--- config.mk ---
export PLATFORM = sky130hd
export DESIGN_NAME = phy_event_interrupt_status
export DESIGN_NICKNAME = d
export VERILOG_FILES = /design/src/hw/phy_irq_pkg.sv /design/src/hw/phy_event_interrupt_status.sv /design/src/hw/event_flag_bank.sv
export VERILOG_INCLUDE_DIRS = /design/src /design/src/hw
export SDC_FILE = /design/constraint.sdc
export NUM_CORES = 1
export LEC_CHECK = 0
export ABC_AREA = 1
export CORE_MARGIN = 1.5
export CORE_UTILIZATION = 61
export CTS_BUF_LIST = sky130_fd_sc_hd__clkbuf_16
export DETAILED_ROUTE_END_ITERATION = 10
export DONT_BUFFER_PORTS = 1
export PLACE_DENSITY = 0.89
export SLEW_MARGIN = 20
export SYNTH_ARGS = -nofsm -noshare
export SYNTH_HDL_FRONTEND = slang
export SYNTH_SLANG_ARGS = --single-unit
--- constraint.sdc ---
create_clock -name CLK_I -period 1.3 [get_ports CLK_I]
set_clock_uncertainty 0.05 [all_clocks]
set_input_delay 0.065 -clock CLK_I [delete_from_list [all_inputs] [get_ports CLK_I]]
set_output_delay 0.065 -clock CLK_I [all_outputs]
set_load 0.02 [all_outputs]
--- src/hw/phy_irq_cfg.svh ---
// Register offsets, field positions and reset values of the event interrupt block
`ifndef PHY_IRQ_CFG_SVH
`define PHY_IRQ_CFG_SVH

// ****************************************************************
// Register offsets on the management port
// ****************************************************************
`define ADDR_W 5
`define ADDR_GLOBAL_IRQ_CONTROL 5'h11
`define ADDR_EVENT_STATUS_AND_ENABLE 5'h12
`define REG_W 16

// ****************************************************************
// Global control fields
// ****************************************************************
`define GIC_PIN_OE_BIT 0
`define GIC_EVENT_EN_BIT 1
`define GIC_TEST_IRQ_BIT 2
`define GIC_DUPLEX_SEL_BIT 3
`define GIC_RESET 16'h0000
// Bit 3 is reserved and reads zero, so the duplex function stays selected
`define GIC_DUPLEX_SEL_VALUE 1'h0

// ****************************************************************
// Event status and enable fields
// ****************************************************************
`define EVT_COUNT 8
`define EVT_PENDING_LSB 8
`define EVT_ENABLE_LSB 0
`define EVT_LINK_QUALITY 7
`define EVT_ENERGY_DETECT 6
`define EVT_LINK_CHANGE 5
`define EVT_SPEED_CHANGE 4
`define EVT_DUPLEX_CHANGE 3
`define EVT_AUTONEG_DONE 2
`define EVT_COUNTER_HALF 1
`define EVT_RXERR_OR_FRAME 0
`define EVT_RESET 16'h0000

// Selector field width of the second PHY control register
`define CTRL2_SEL_W 2

`endif

--- src/hw/phy_irq_pkg.sv ---
// Types shared by the event interrupt block
package phy_irq_pkg;

   // ****************************************************************
   // Meaning of the two shared flag positions
   // ****************************************************************
   typedef enum logic [0:0] {
      CNT_SEL_SPLIT = 1'h0,
      CNT_SEL_SHARED = 1'h1
   } counter_sel_t;

   // ****************************************************************
   // State of the top module apart from the pending flags held in the flag bank
   // ****************************************************************
   typedef struct packed {
      logic test_irq;
      logic event_irq_en;
      logic pin_oe;
      logic [7:0] enables;
      logic [15:0] rdata;
      logic rvalid;
      logic irq;
      counter_sel_t sel;
   } ctrl_state_t;

endpackage

--- src/hw/phy_event_interrupt_status.sv ---
// Event status, enables and interrupt pin control of the transceiver
//
// Notes on behaviour
// - Flag set if event since last read
// - Enabled pending event raises interrupt
// - Global control register must also permit
// - Flags set even when interrupt disabled
// - Bit 15 link quality pending, clear-on-read
// - Bit 14 energy detect pending, clear-on-read
// - Bit 13 link change pending, clear-on-read
// - Bit 12 speed change pending, clear-on-read
// - Bit 11 duplex change, when control bit3 zero
// - Bit 10 autoneg complete pending, clear-on-read
// - Selectors zero: bit 9 false carrier half
// - Selector set: bit 9 either counter half
// - Selectors zero: bit 8 receive error half
// - Selector set: bit 8 control frame
// - Bit 7 enables link quality interrupt
// - Bit 6 enables energy detect interrupt
// - Bit 5 enables link change interrupt
// - Bits 4..0 enable remaining events, reset zero
// - Global event enable is control bit 1
// - Control bit 0 turns pin into output
// - Test bit forces interrupt while set
`timescale 1ns/1ps
`include "phy_irq_cfg.svh"

module phy_event_interrupt_status (
   input wire logic CLK_I,
   input wire logic RESETN_I,
   // Management register port
   input wire logic [`ADDR_W-1:0] REG_ADDR_I,
   input wire logic REG_WR_I,
   input wire logic REG_RD_I,
   input wire logic [`REG_W-1:0] REG_WDATA_I,
   output logic [`REG_W-1:0] REG_RDATA_O,
   output logic REG_RVALID_O,
   // Selector field of the second PHY control register
   input wire logic [`CTRL2_SEL_W-1:0] PHY_CONTROL_TWO_SEL_I,
   // Event pulses from the monitors
   input wire logic LINK_QUALITY_EVT_I,
   input wire logic ENERGY_DETECT_EVT_I,
   input wire logic LINK_CHANGE_EVT_I,
   input wire logic SPEED_CHANGE_EVT_I,
   input wire logic DUPLEX_CHANGE_EVT_I,
   input wire logic AUTONEG_DONE_EVT_I,
   input wire logic FALSE_CARRIER_HALF_EVT_I,
   input wire logic RX_ERROR_HALF_EVT_I,
   input wire logic CONTROL_FRAME_EVT_I,
   // Shared power-down / interrupt pin
   input wire logic POWERDOWN_OR_IRQ_PIN_N_I,
   output logic POWERDOWN_OR_IRQ_PIN_N_O,
   output logic POWERDOWN_OR_IRQ_PIN_OE_O,
   output logic POWER_DOWN_REQ_O,
   output logic IRQ_O
);

   // ****************************************************************
   // State
   // ****************************************************************
   phy_irq_pkg::ctrl_state_t s_q;
   phy_irq_pkg::ctrl_state_t s_d;

   logic [`EVT_COUNT-1:0] pending;
   logic [`EVT_COUNT-1:0] event_set;
   logic [`EVT_COUNT-1:0] event_clear;
   logic [`EVT_COUNT-1:0] pending_next;

   logic hit_status;
   logic hit_control;
   logic rd_status;
   logic wr_status;
   logic wr_control;
   logic duplex_selected;
   logic shared_sel;
   logic any_enabled_pending;
   logic [`REG_W-1:0] status_word;
   logic [`REG_W-1:0] control_word;

   // ****************************************************************
   // Address decode
   // ****************************************************************
   always_comb begin
      hit_status = 1'b0;
      hit_control = 1'b0;
      if (REG_ADDR_I == `ADDR_EVENT_STATUS_AND_ENABLE) begin
         hit_status = 1'b1;
      end else if (REG_ADDR_I == `ADDR_GLOBAL_IRQ_CONTROL) begin
         hit_control = 1'b1;
      end
   end

   assign rd_status = REG_RD_I & hit_status;
   assign wr_status = REG_WR_I & hit_status;
   assign wr_control = REG_WR_I & hit_control;

   // ****************************************************************
   // Event routing into flag positions
   // ****************************************************************
   // Reserved control bit 3 always reads zero, so duplex stays selected
   assign duplex_selected = (`GIC_DUPLEX_SEL_VALUE == 1'h0);

   // Taken straight from the pin so the routing does not loop through the next state
   assign shared_sel = (PHY_CONTROL_TWO_SEL_I != '0);

   always_comb begin
      event_set = '0;
      // Raw events land here whatever the enables say
      event_set[`EVT_LINK_QUALITY] = LINK_QUALITY_EVT_I;
      event_set[`EVT_ENERGY_DETECT] = ENERGY_DETECT_EVT_I;
      event_set[`EVT_LINK_CHANGE] = LINK_CHANGE_EVT_I;
      event_set[`EVT_SPEED_CHANGE] = SPEED_CHANGE_EVT_I;
      event_set[`EVT_DUPLEX_CHANGE] = DUPLEX_CHANGE_EVT_I & duplex_selected;
      event_set[`EVT_AUTONEG_DONE] = AUTONEG_DONE_EVT_I;
      if (!shared_sel) begin
         event_set[`EVT_COUNTER_HALF] = FALSE_CARRIER_HALF_EVT_I;
         event_set[`EVT_RXERR_OR_FRAME] = RX_ERROR_HALF_EVT_I;
      end else begin
         event_set[`EVT_COUNTER_HALF] = FALSE_CARRIER_HALF_EVT_I | RX_ERROR_HALF_EVT_I;
         event_set[`EVT_RXERR_OR_FRAME] = CONTROL_FRAME_EVT_I;
      end
   end

   // A status read clears exactly the flags that it returns
   assign event_clear = rd_status ? pending : '0;

   // ****************************************************************
   // Sticky pending flags
   // ****************************************************************
   event_flag_bank #(
      .WIDTH(`EVT_COUNT)
   ) u_flags (
      .clk_i(CLK_I),
      .resetn_i(RESETN_I),
      .set_i(event_set),
      .clear_i(event_clear),
      .flags_o(pending)
   );

   // Mirror of the bank's next value, used so the interrupt level is registered
   assign pending_next = event_set | (pending & ~event_clear);

   // ****************************************************************
   // Read words
   // ****************************************************************
   always_comb begin
      status_word = `EVT_RESET;
      status_word[`EVT_PENDING_LSB +: `EVT_COUNT] = pending;
      status_word[`EVT_ENABLE_LSB +: `EVT_COUNT] = s_q.enables;
   end

   always_comb begin
      control_word = `GIC_RESET;
      control_word[`GIC_TEST_IRQ_BIT] = s_q.test_irq;
      control_word[`GIC_EVENT_EN_BIT] = s_q.event_irq_en;
      control_word[`GIC_PIN_OE_BIT] = s_q.pin_oe;
   end

   // ****************************************************************
   // Next state
   // ****************************************************************
   always_comb begin
      s_d = s_q;
      s_d.rvalid = REG_RD_I;

      // Selector followed every cycle; flags keep whatever meaning set them
      s_d.sel = shared_sel ? phy_irq_pkg::CNT_SEL_SHARED
                           : phy_irq_pkg::CNT_SEL_SPLIT;

      // Only the enable half of the status register is writable
      if (wr_status) begin
         s_d.enables = REG_WDATA_I[`EVT_ENABLE_LSB +: `EVT_COUNT];
      end

      // Reserved control bits ignore writes
      if (wr_control) begin
         s_d.test_irq = REG_WDATA_I[`GIC_TEST_IRQ_BIT];
         s_d.event_irq_en = REG_WDATA_I[`GIC_EVENT_EN_BIT];
         s_d.pin_oe = REG_WDATA_I[`GIC_PIN_OE_BIT];
      end

      // Unmapped reads return zero
      if (REG_RD_I) begin
         if (hit_status) begin
            s_d.rdata = status_word;
         end else if (hit_control) begin
            s_d.rdata = control_word;
         end else begin
            s_d.rdata = '0;
         end
      end

      // Interrupt needs both a per-event enable and the global enable, or the test bit alone
      any_enabled_pending = |(pending_next & s_d.enables);
      s_d.irq = s_d.test_irq | (s_d.event_irq_en & any_enabled_pending);
   end

   always_ff @(posedge CLK_I) begin
      if (!RESETN_I) begin
         s_q <= '0;
      end else begin
         s_q <= s_d;
      end
   end

   // ****************************************************************
   // Outputs
   // ****************************************************************
   assign REG_RDATA_O = s_q.rdata;
   assign REG_RVALID_O = s_q.rvalid;
   assign IRQ_O = s_q.irq;

   // Pin is driven only as interrupt output; low means interrupt
   assign POWERDOWN_OR_IRQ_PIN_OE_O = s_q.pin_oe;
   assign POWERDOWN_OR_IRQ_PIN_N_O = ~s_q.irq;

   // As an input the pin requests power-down when pulled low
   assign POWER_DOWN_REQ_O = ~s_q.pin_oe & ~POWERDOWN_OR_IRQ_PIN_N_I;

endmodule // phy_event_interrupt_status

--- src/hw/event_flag_bank.sv ---
// Sticky event flags where a new event wins over a clear
`timescale 1ns/1ps

module event_flag_bank #(
   parameter int WIDTH = 8
) (
   input wire logic clk_i,
   input wire logic resetn_i,
   input wire logic [WIDTH-1:0] set_i,
   input wire logic [WIDTH-1:0] clear_i,
   output logic [WIDTH-1:0] flags_o
);

   typedef struct packed {
      logic [WIDTH-1:0] flags;
   } bank_state_t;

   generate
      if (WIDTH < 1) begin : g_bad_width
         $error("event_flag_bank needs WIDTH of at least one");
      end
   endgenerate

   bank_state_t s_q;
   bank_state_t s_d;
   logic [WIDTH-1:0] next_flags;

   // ****************************************************************
   // Per-flag next value
   // ****************************************************************
   genvar i;
   generate
      for (i = 0; i < WIDTH; i++) begin : g_flag
         // Set has priority so an event in the clearing cycle survives
         assign next_flags[i] = set_i[i] | (s_q.flags[i] & ~clear_i[i]);
      end
   endgenerate

   always_comb begin
      s_d = s_q;
      s_d.flags = next_flags;
   end

   always_ff @(posedge clk_i) begin
      if (!resetn_i) begin
         s_q <= '0;
      end else begin
         s_q <= s_d;
      end
   end

   assign flags_o = s_q.flags;

endmodule // event_flag_bank

==> metrics.txt, run 1 <==
Post-Place Cell Area=0.00156 sq mm; num rows=18; Sequential Area=741 sq um; die height=54.6 microns; Yosys reg bits=37; mapped cell area=0.00162 sq mm; GR peak layer=met2; largest net degree at the start of global routing=17; asr flop ratio synth=0; synthesis-to-layout area growth=21.5%; Critical Path, Cell by Cell=nor2_2, inv_2, nor2_4, nand2_1, o21ai_1, dlygate4sd3_1, nor2_1; Congestion Overflow GR=0; Via density=5.85; met2 usage=0.490; first-pass GRT wire length=6200 microns; Slew headroom=0.682; Finished Layout Cells=272; Simple-Gate Fraction of Synth Area=0.294; GR met1 Demand/Resource=0.350; IO Pins=58; Placer Congestion=0.807; Worst setup EP type=flip-flop; Synth area leaders=dfxtp_1 46%, nand2_1 19%, a21oi_1 9.3%; CP startpoint kind=input pin; Achievable Freq=0.801 GHz; most numerous cell in the Yosys netlist=nand2_1; Hold Path Class=input pin to flip-flop; ys flop type=dfxtp_1; number of synthesized flops with an enable pin=0; Slowest-stage cell, CP=dlygate4sd3_1; Avg Inst Size Synth=7.24 sq um; P per Cell Area=1260 mW/mm^2; main combinational cell family by area after synthesis=simple AND/OR/NAND/NOR gates; Final Cycle Share=0.960; Commonest cells post-synth=81 x nand2_1, 37 x dfxtp_1, 30 x a21oi_1; core area=0.00250 sq mm; Gate power share=0.076; # setup viols final=0; Sw Share=0.224; worst-skew pair later-pin latency=0.28 ns; multi-input logic area=683 sq um; CP top delay family=buffers and inverters; Filler cells=153; final hold violation count=0; WP buf/inv=2; Initial Util=0.649; Worst Hold Depth=4; Adder-Cell Fraction of Synth Area=0; Finished Cell Area=0.00197 sq mm; WHS Endpoint=u_flags.flags_o[1]$_SDFF_PN0_; RR Startpoint=s_q[21]$_SDFF_PN0_; Clock Tree Buf Depth=2; post-synthesis xor/xnor area fraction=0; Post-Syn Instances=224; clock sinks=37; Worst VDD drop=1.30 mV; Hold WS=0.0557 ns; Reg power frac=0.475; CTS tree=done; antenna violations before repair=0; ANT nets after route=0; Vias=1592; FF-to-FF setup slack=0.12 ns; Die Wd=54.6 microns; root buffer cell=clkbuf_16; Synth Warn #=0; Inserted Diodes=0; Psw=0.000557 W; Slew @ Worst Pin=0.476 ns; Critical R2R Capture=IRQ_O$_SDFF_PN0_; number of global-route vias before repair=1412; met3 usage=0.0874; CTS buffer count=5; HP Start=PHY_CONTROL_TWO_SEL_I[0]; CP required=1.43 ns; Setup TNS Final=0 ns; DRT iter0 DRCs=52; half-perimeter wire length after placement=2320 microns; Slew Viols, Final=0; leading area contributor after synthesis=dfxtp_1; Worst-path clk slew=0.05 ns; I/O Buffers=0; CP Data Arrival Time=1.37 ns; top cell type's share of synthesized area=0.457; H-tree depth=2; reg2reg path depth=8; status=complete, no violations; post-synthesis mux area share=0; post-DR wirelength/cell=16.7 microns; Max FO, Critical Path=4; Pleak=0.860 nW; Tot Pwr=0.00248 W; minimum clock period=1.25 ns; Pre-Repair DR Iteration Count=4; sequential-to-total area share from yosys stat=0.457; # nets final=279; Total Die Area=0.00298 sq mm; CP peak stage delay=0.57 ns; layout cells sized above 1=0.112; Cell variety after synth=18; Post-route DRC=0; final wirelength=4540 microns; syn_nets=261; All-Layer GR Usage=0.303; critical path class=input pin to flip-flop; Synth Area in Compound Gates=0.113; DP Cell Count=240; Max Cap Violations=0; Int Pwr=0.00193 W; Clock power frac=0.450
==> power groups by stage <==
| stage | logic [W] | registers, W | clock network [W] |
|---|---|---|---|
| 6_report | 0.000188 | 0.00118 | 0.00112 |
| 2_1_floorplan | 0.0000987 | 0.00120 | 0 |
| 3_3_place_gp | 0.000109 | 0.00120 | 0 |
| 3_5_place_dp | 0.000112 | 0.00120 | 0 |
| 4_1_cts | 0.000170 | 0.00118 | 0.00109 |
| 5_1_grt | 0.000202 | 0.00118 | 0.00115 |
==> registers in the layout (all words and copies together) (netlist names) <==
name	count
POWERDOWN_OR_IRQ_PIN_OE_O	1
s_q	8
IRQ_O	1
control_word	2
u_flags.flags_o	8
REG_RVALID_O	1
REG_RDATA_O	16
==> worst max-delay path by stage <==
| stage | to | from | cells after the start |
|---|---|---|---|
| 2_1_floorplan | IRQ_O$_SDFF_PN0_ | REG_ADDR_I[3] | 10 |
| 3_3_place_gp | IRQ_O$_SDFF_PN0_ | REG_ADDR_I[3] | 10 |
| 3_5_place_dp | IRQ_O$_SDFF_PN0_ | REG_ADDR_I[3] | 10 |
| 4_1_cts | s_q[21]$_SDFF_PN0_ | REG_WDATA_I[2] | 4 |
| 5_1_grt | IRQ_O$_SDFF_PN0_ | REG_ADDR_I[3] | 10 |
| 6_report | POWERDOWN_OR_IRQ_PIN_OE_O$_SDFFE_PN0P_ | REG_ADDR_I[3] | 7 |
==> worst min-delay path, stage by stage <==
cell	delay (ns)
nor2_1	0.03
inv_1	0.07
a21oi_2	0.06
a21oi_1	0.12
==> cell usage in the layout, fill, tap and decap left out, types with 2 or more instances in the layout <==
cell            instances
nand3_1                11
nand3_2                 2
inv_1                  16
a31oi_1                 3
a21oi_2                 2
nand2_1                81
o21ai_0                 2
dlygate4sd3_1          20
buf_4                  10
dlymetal6s4s_1          3
nor2_1                 10
nor2_4                  3
dfxtp_1                37
clkinv_1                2
a21oi_1                28
clkbuf_16               5
==> area by class of cell <==
cell class,count,share of cell area
clock buffers,5,0.0635
clock inverters,2,0.00381
inverters,17,0.0324
multi-input cells,148,0.347
flip-flops and latches,37,0.376
well taps,30,0.0190
repair buffers,33,0.159
==> layer usage <==
metal	vias to the layer above	share of wire
li1	733	-
met1	705	0.36
met2	127	0.46
met3	27	0.12
met4	0	0.060
met5	-	0
==> stage by stage <==
step / setup slack (ns) / utilization
2_1_floorplan: 0.211 / -
3_3_place_gp: 0.0640 / 0.625
3_5_place_dp: -0.00632 / 0.625
4_1_cts: 0.0324 / 0.770
5_1_grt: -0.0135 / 0.788
6_report: 0.0517 / 0.788
==> cells by family after synthesis <==
group,Yosys count
simple gates,112
buf+inv,39
flops,37
compound gates,36
==> timing repair <==
| action | CTS | global route |
|---|---|---|
| hold buffers | 23 | 0 |
| setup endpoints to repair | 0 | 4 |
| setup buffers | 0 | 2 |
| endpoints found under the hold margin | 22 | 0 |
| resized for setup | 0 | 10 |
(Power assumes the default switching activity.)
==> run 2, diff against run 1 <==
--- a/config.mk
+++ b/config.mk
@@ -8,12 +8,12 @@
 export LEC_CHECK = 0
 export ABC_AREA = 1
 export CORE_MARGIN = 1.5
-export CORE_UTILIZATION = 61
+export CORE_UTILIZATION = 56
 export CTS_BUF_LIST = sky130_fd_sc_hd__clkbuf_16
 export DETAILED_ROUTE_END_ITERATION = 10
 export DONT_BUFFER_PORTS = 1
-export PLACE_DENSITY = 0.89
-export SLEW_MARGIN = 20
+export PLACE_DENSITY = 0.83
+export SLEW_MARGIN = 15
 export SYNTH_ARGS = -nofsm -noshare
 export SYNTH_HDL_FRONTEND = slang
 export SYNTH_SLANG_ARGS = --single-unit
==> metrics.txt, run 2 (same netlist as run 1, synthesis figures left out) <==
status=complete, no violations; Achievable Freq=0.799 GHz (-0.23%); # nets final=273 (-2.2%); CP required=1.42 ns (about the same); layout cells sized above 1=0.0975 (-0.0141); Inserted Diodes=0 (unchanged); RSZ-0062 raised after global routing=no; CTS tree=done; Filler cells=211 (+38%); Worst-path clk slew=0.05 ns (about the same); largest net degree at the start of global routing=22 (+5); final wirelength=3610 microns (-21%); Die Wd=56.8 microns (+4.1%); root buffer cell=clkbuf_16; FF-to-FF setup slack=0.29 ns (+0.17 ns); Initial Util=0.588 (-0.0606); synthesis-to-layout area growth=20.1%; minimum clock period=1.25 ns (+0.00282 ns); DP Worst Slack=0.0238 ns (+0.0302 ns); critical path class=input pin to flip-flop; I/O Buffers=0 (unchanged); Total Die Area=0.00323 sq mm (+8.4%); commonest non-fill, non-tap cells in the layout=81 x nand2_1, 37 x dfxtp_1, 29 x a21oi_1, 20 x dlygate4sd3_1, 15 x inv_1; Layout Utilization=0.706 (-0.0818); Via density=5.36 (-8.5%); Worst VDD drop=1.38 mV (+6.8%); Slowest-stage cell, CP=dlygate4sd3_1; most frequent CP cell=dlygate4sd3_1; Sequential Area=741 sq um (unchanged); ANT nets after route=0 (unchanged); IO Pins=58 (unchanged); Placer Congestion=0.849 (+5.2%); max FFs per register=16 (unchanged); H-tree depth=2 (unchanged); Worst Setup Slack, final=0.0489 ns (-0.00282 ns); core area=0.00276 sq mm (+10%); Slew Viols, Final=0 (unchanged); Congestion Overflow GR=0 (unchanged); antenna violations before repair=0 (unchanged); number of global-route vias before repair=1251 (-11%); Post-route DRC=0 (unchanged); clock sinks=37 (unchanged); met3 routed wirelength=308 microns (-41%); Slew headroom=0.667 (-0.0148); Vias=1430 (-10%); final hold violation count=0 (unchanged); All-Layer GR Usage=0.232 (-0.0708); Max Cap Violations=0 (unchanged); commonest non-fill, non-tap cell in the layout=nand2_1; Pleak=0.844 nW (-1.9%); P per Cell Area=1370 mW/mm^2 (+9.0%); CP peak stage delay=0.60 ns (+0.03 ns); Pre-Repair DR Iteration Count=4 (unchanged); met2 routed WL=1780 microns (-16%); Met1 Wirelength=1470 microns (-10%); CTS buffer count=5 (unchanged); top layer in use=met4; Worst setup EP type=flip-flop; Critical Path, Cell by Cell=dlygate4sd3_1, nand2_1, dlygate4sd3_1, inv_1; Max FO, Critical Path=4 (unchanged); Hold Path Class=input pin to flip-flop; Setup TNS Final=0 ns (unchanged); Final Cycle Share=0.962 (+0.00217); first-pass GRT wire length=5590 microns (-9.8%); post-DR wirelength/cell=13.5 microns (-19%); die height=56.8 microns (+4.1%); half-perimeter wire length after placement=2240 microns (-3.5%); CP startpoint kind=input pin; num rows=19 (+1); multi-input logic area=674 sq um (-1.3%); CP Data Arrival Time=1.37 ns (about the same); Slew @ Worst Pin=0.499 ns (+0.0222 ns); DRT iter0 DRCs=64 (+23%); Clock Tree Buf Depth=2 (unchanged); worst-skew pair later-pin latency=0.28 ns (about the same); # setup viols final=0 (unchanged)
-- run 2: cell count changes in the layout (fill, tap and decap cells not counted), sizes merged --
cell          change
inv               -1
dlymetal6s4s      -2
bufinv            +1
buf               -4
-- run 2: critical path, delay by kind of cell --
kind,cells,cell delay (ns)
AND/OR/NAND/NOR,1,0.08
buffers and inverters,3,1.23
-- run 2: per-layer routing --
metal,up-vias,track usage
met1,640,0.275
met3,5,0.0876
met5,-,0
met4,0,0.0897
li1,724,-
met2,61,0.380
-- run 2: worst paths after layout --
| check | start | end | cells after the start |
|---|---|---|---|
| worst max-delay path | REG_RD_I | REG_RVALID_O$_SDFF_PN0_ | 4 |
| worst min-delay path | RX_ERROR_HALF_EVT_I | u_flags.flags_o[0]$_SDFF_PN0_ | 2 |
| worst max register to register | u_flags.flags_o[3]$_SDFF_PN0_ | IRQ_O$_SDFF_PN0_ | 8 |
| worst min register to register | u_flags.flags_o[7]$_SDFF_PN0_ | REG_RDATA_O[15]$_SDFFE_PN0P_ | 2 |
-- run 2: layout make-up --
type	count	area share
Sequential cell	37	0.380
Multi-Input combinational cell	148	0.346
Clock buffer	5	0.0642
Inverter	17	0.0328
Timing Repair Buffer	27	0.139
Clock inverter	2	0.0180
Tap cell	31	0.0199
-- run 2: repair_timing --
| item | CTS | global route |
|---|---|---|
| hold buffers | 21 | 0 |
| setup buffers | 0 | 0 |
| gates resized for setup | 0 | 6 |
| setup endpoints to repair | 0 | 3 |
| endpoints found under the hold margin | 23 | 0 |
-- run 2: through the flow --
step / power [W] / cells / hold WS (ns) / cell area, sq um
after floorplan: 0.00129 / 224 / 0.108 / 1620
after global routing: 0.00276 / 267 / 0.0605 / 1950
final: 0.00268 / 267 / 0.0305 / 1950
after detailed placement: 0.00131 / 239 / 0.117 / 1560
after global placement: 0.00131 / 239 / 0.112 / 1560
after CTS: 0.00268 / 267 / 0.0284 / 1930
-- run 2: where the power goes --
part	switching, W	total [W]	leakage, nW	internal [W]
combinational	0.0000971	0.000180	0.463	0.0000831
sequential	0.0000176	0.00118	0.301	0.00116
clock	0.000431	0.00132	0.0797	0.000889
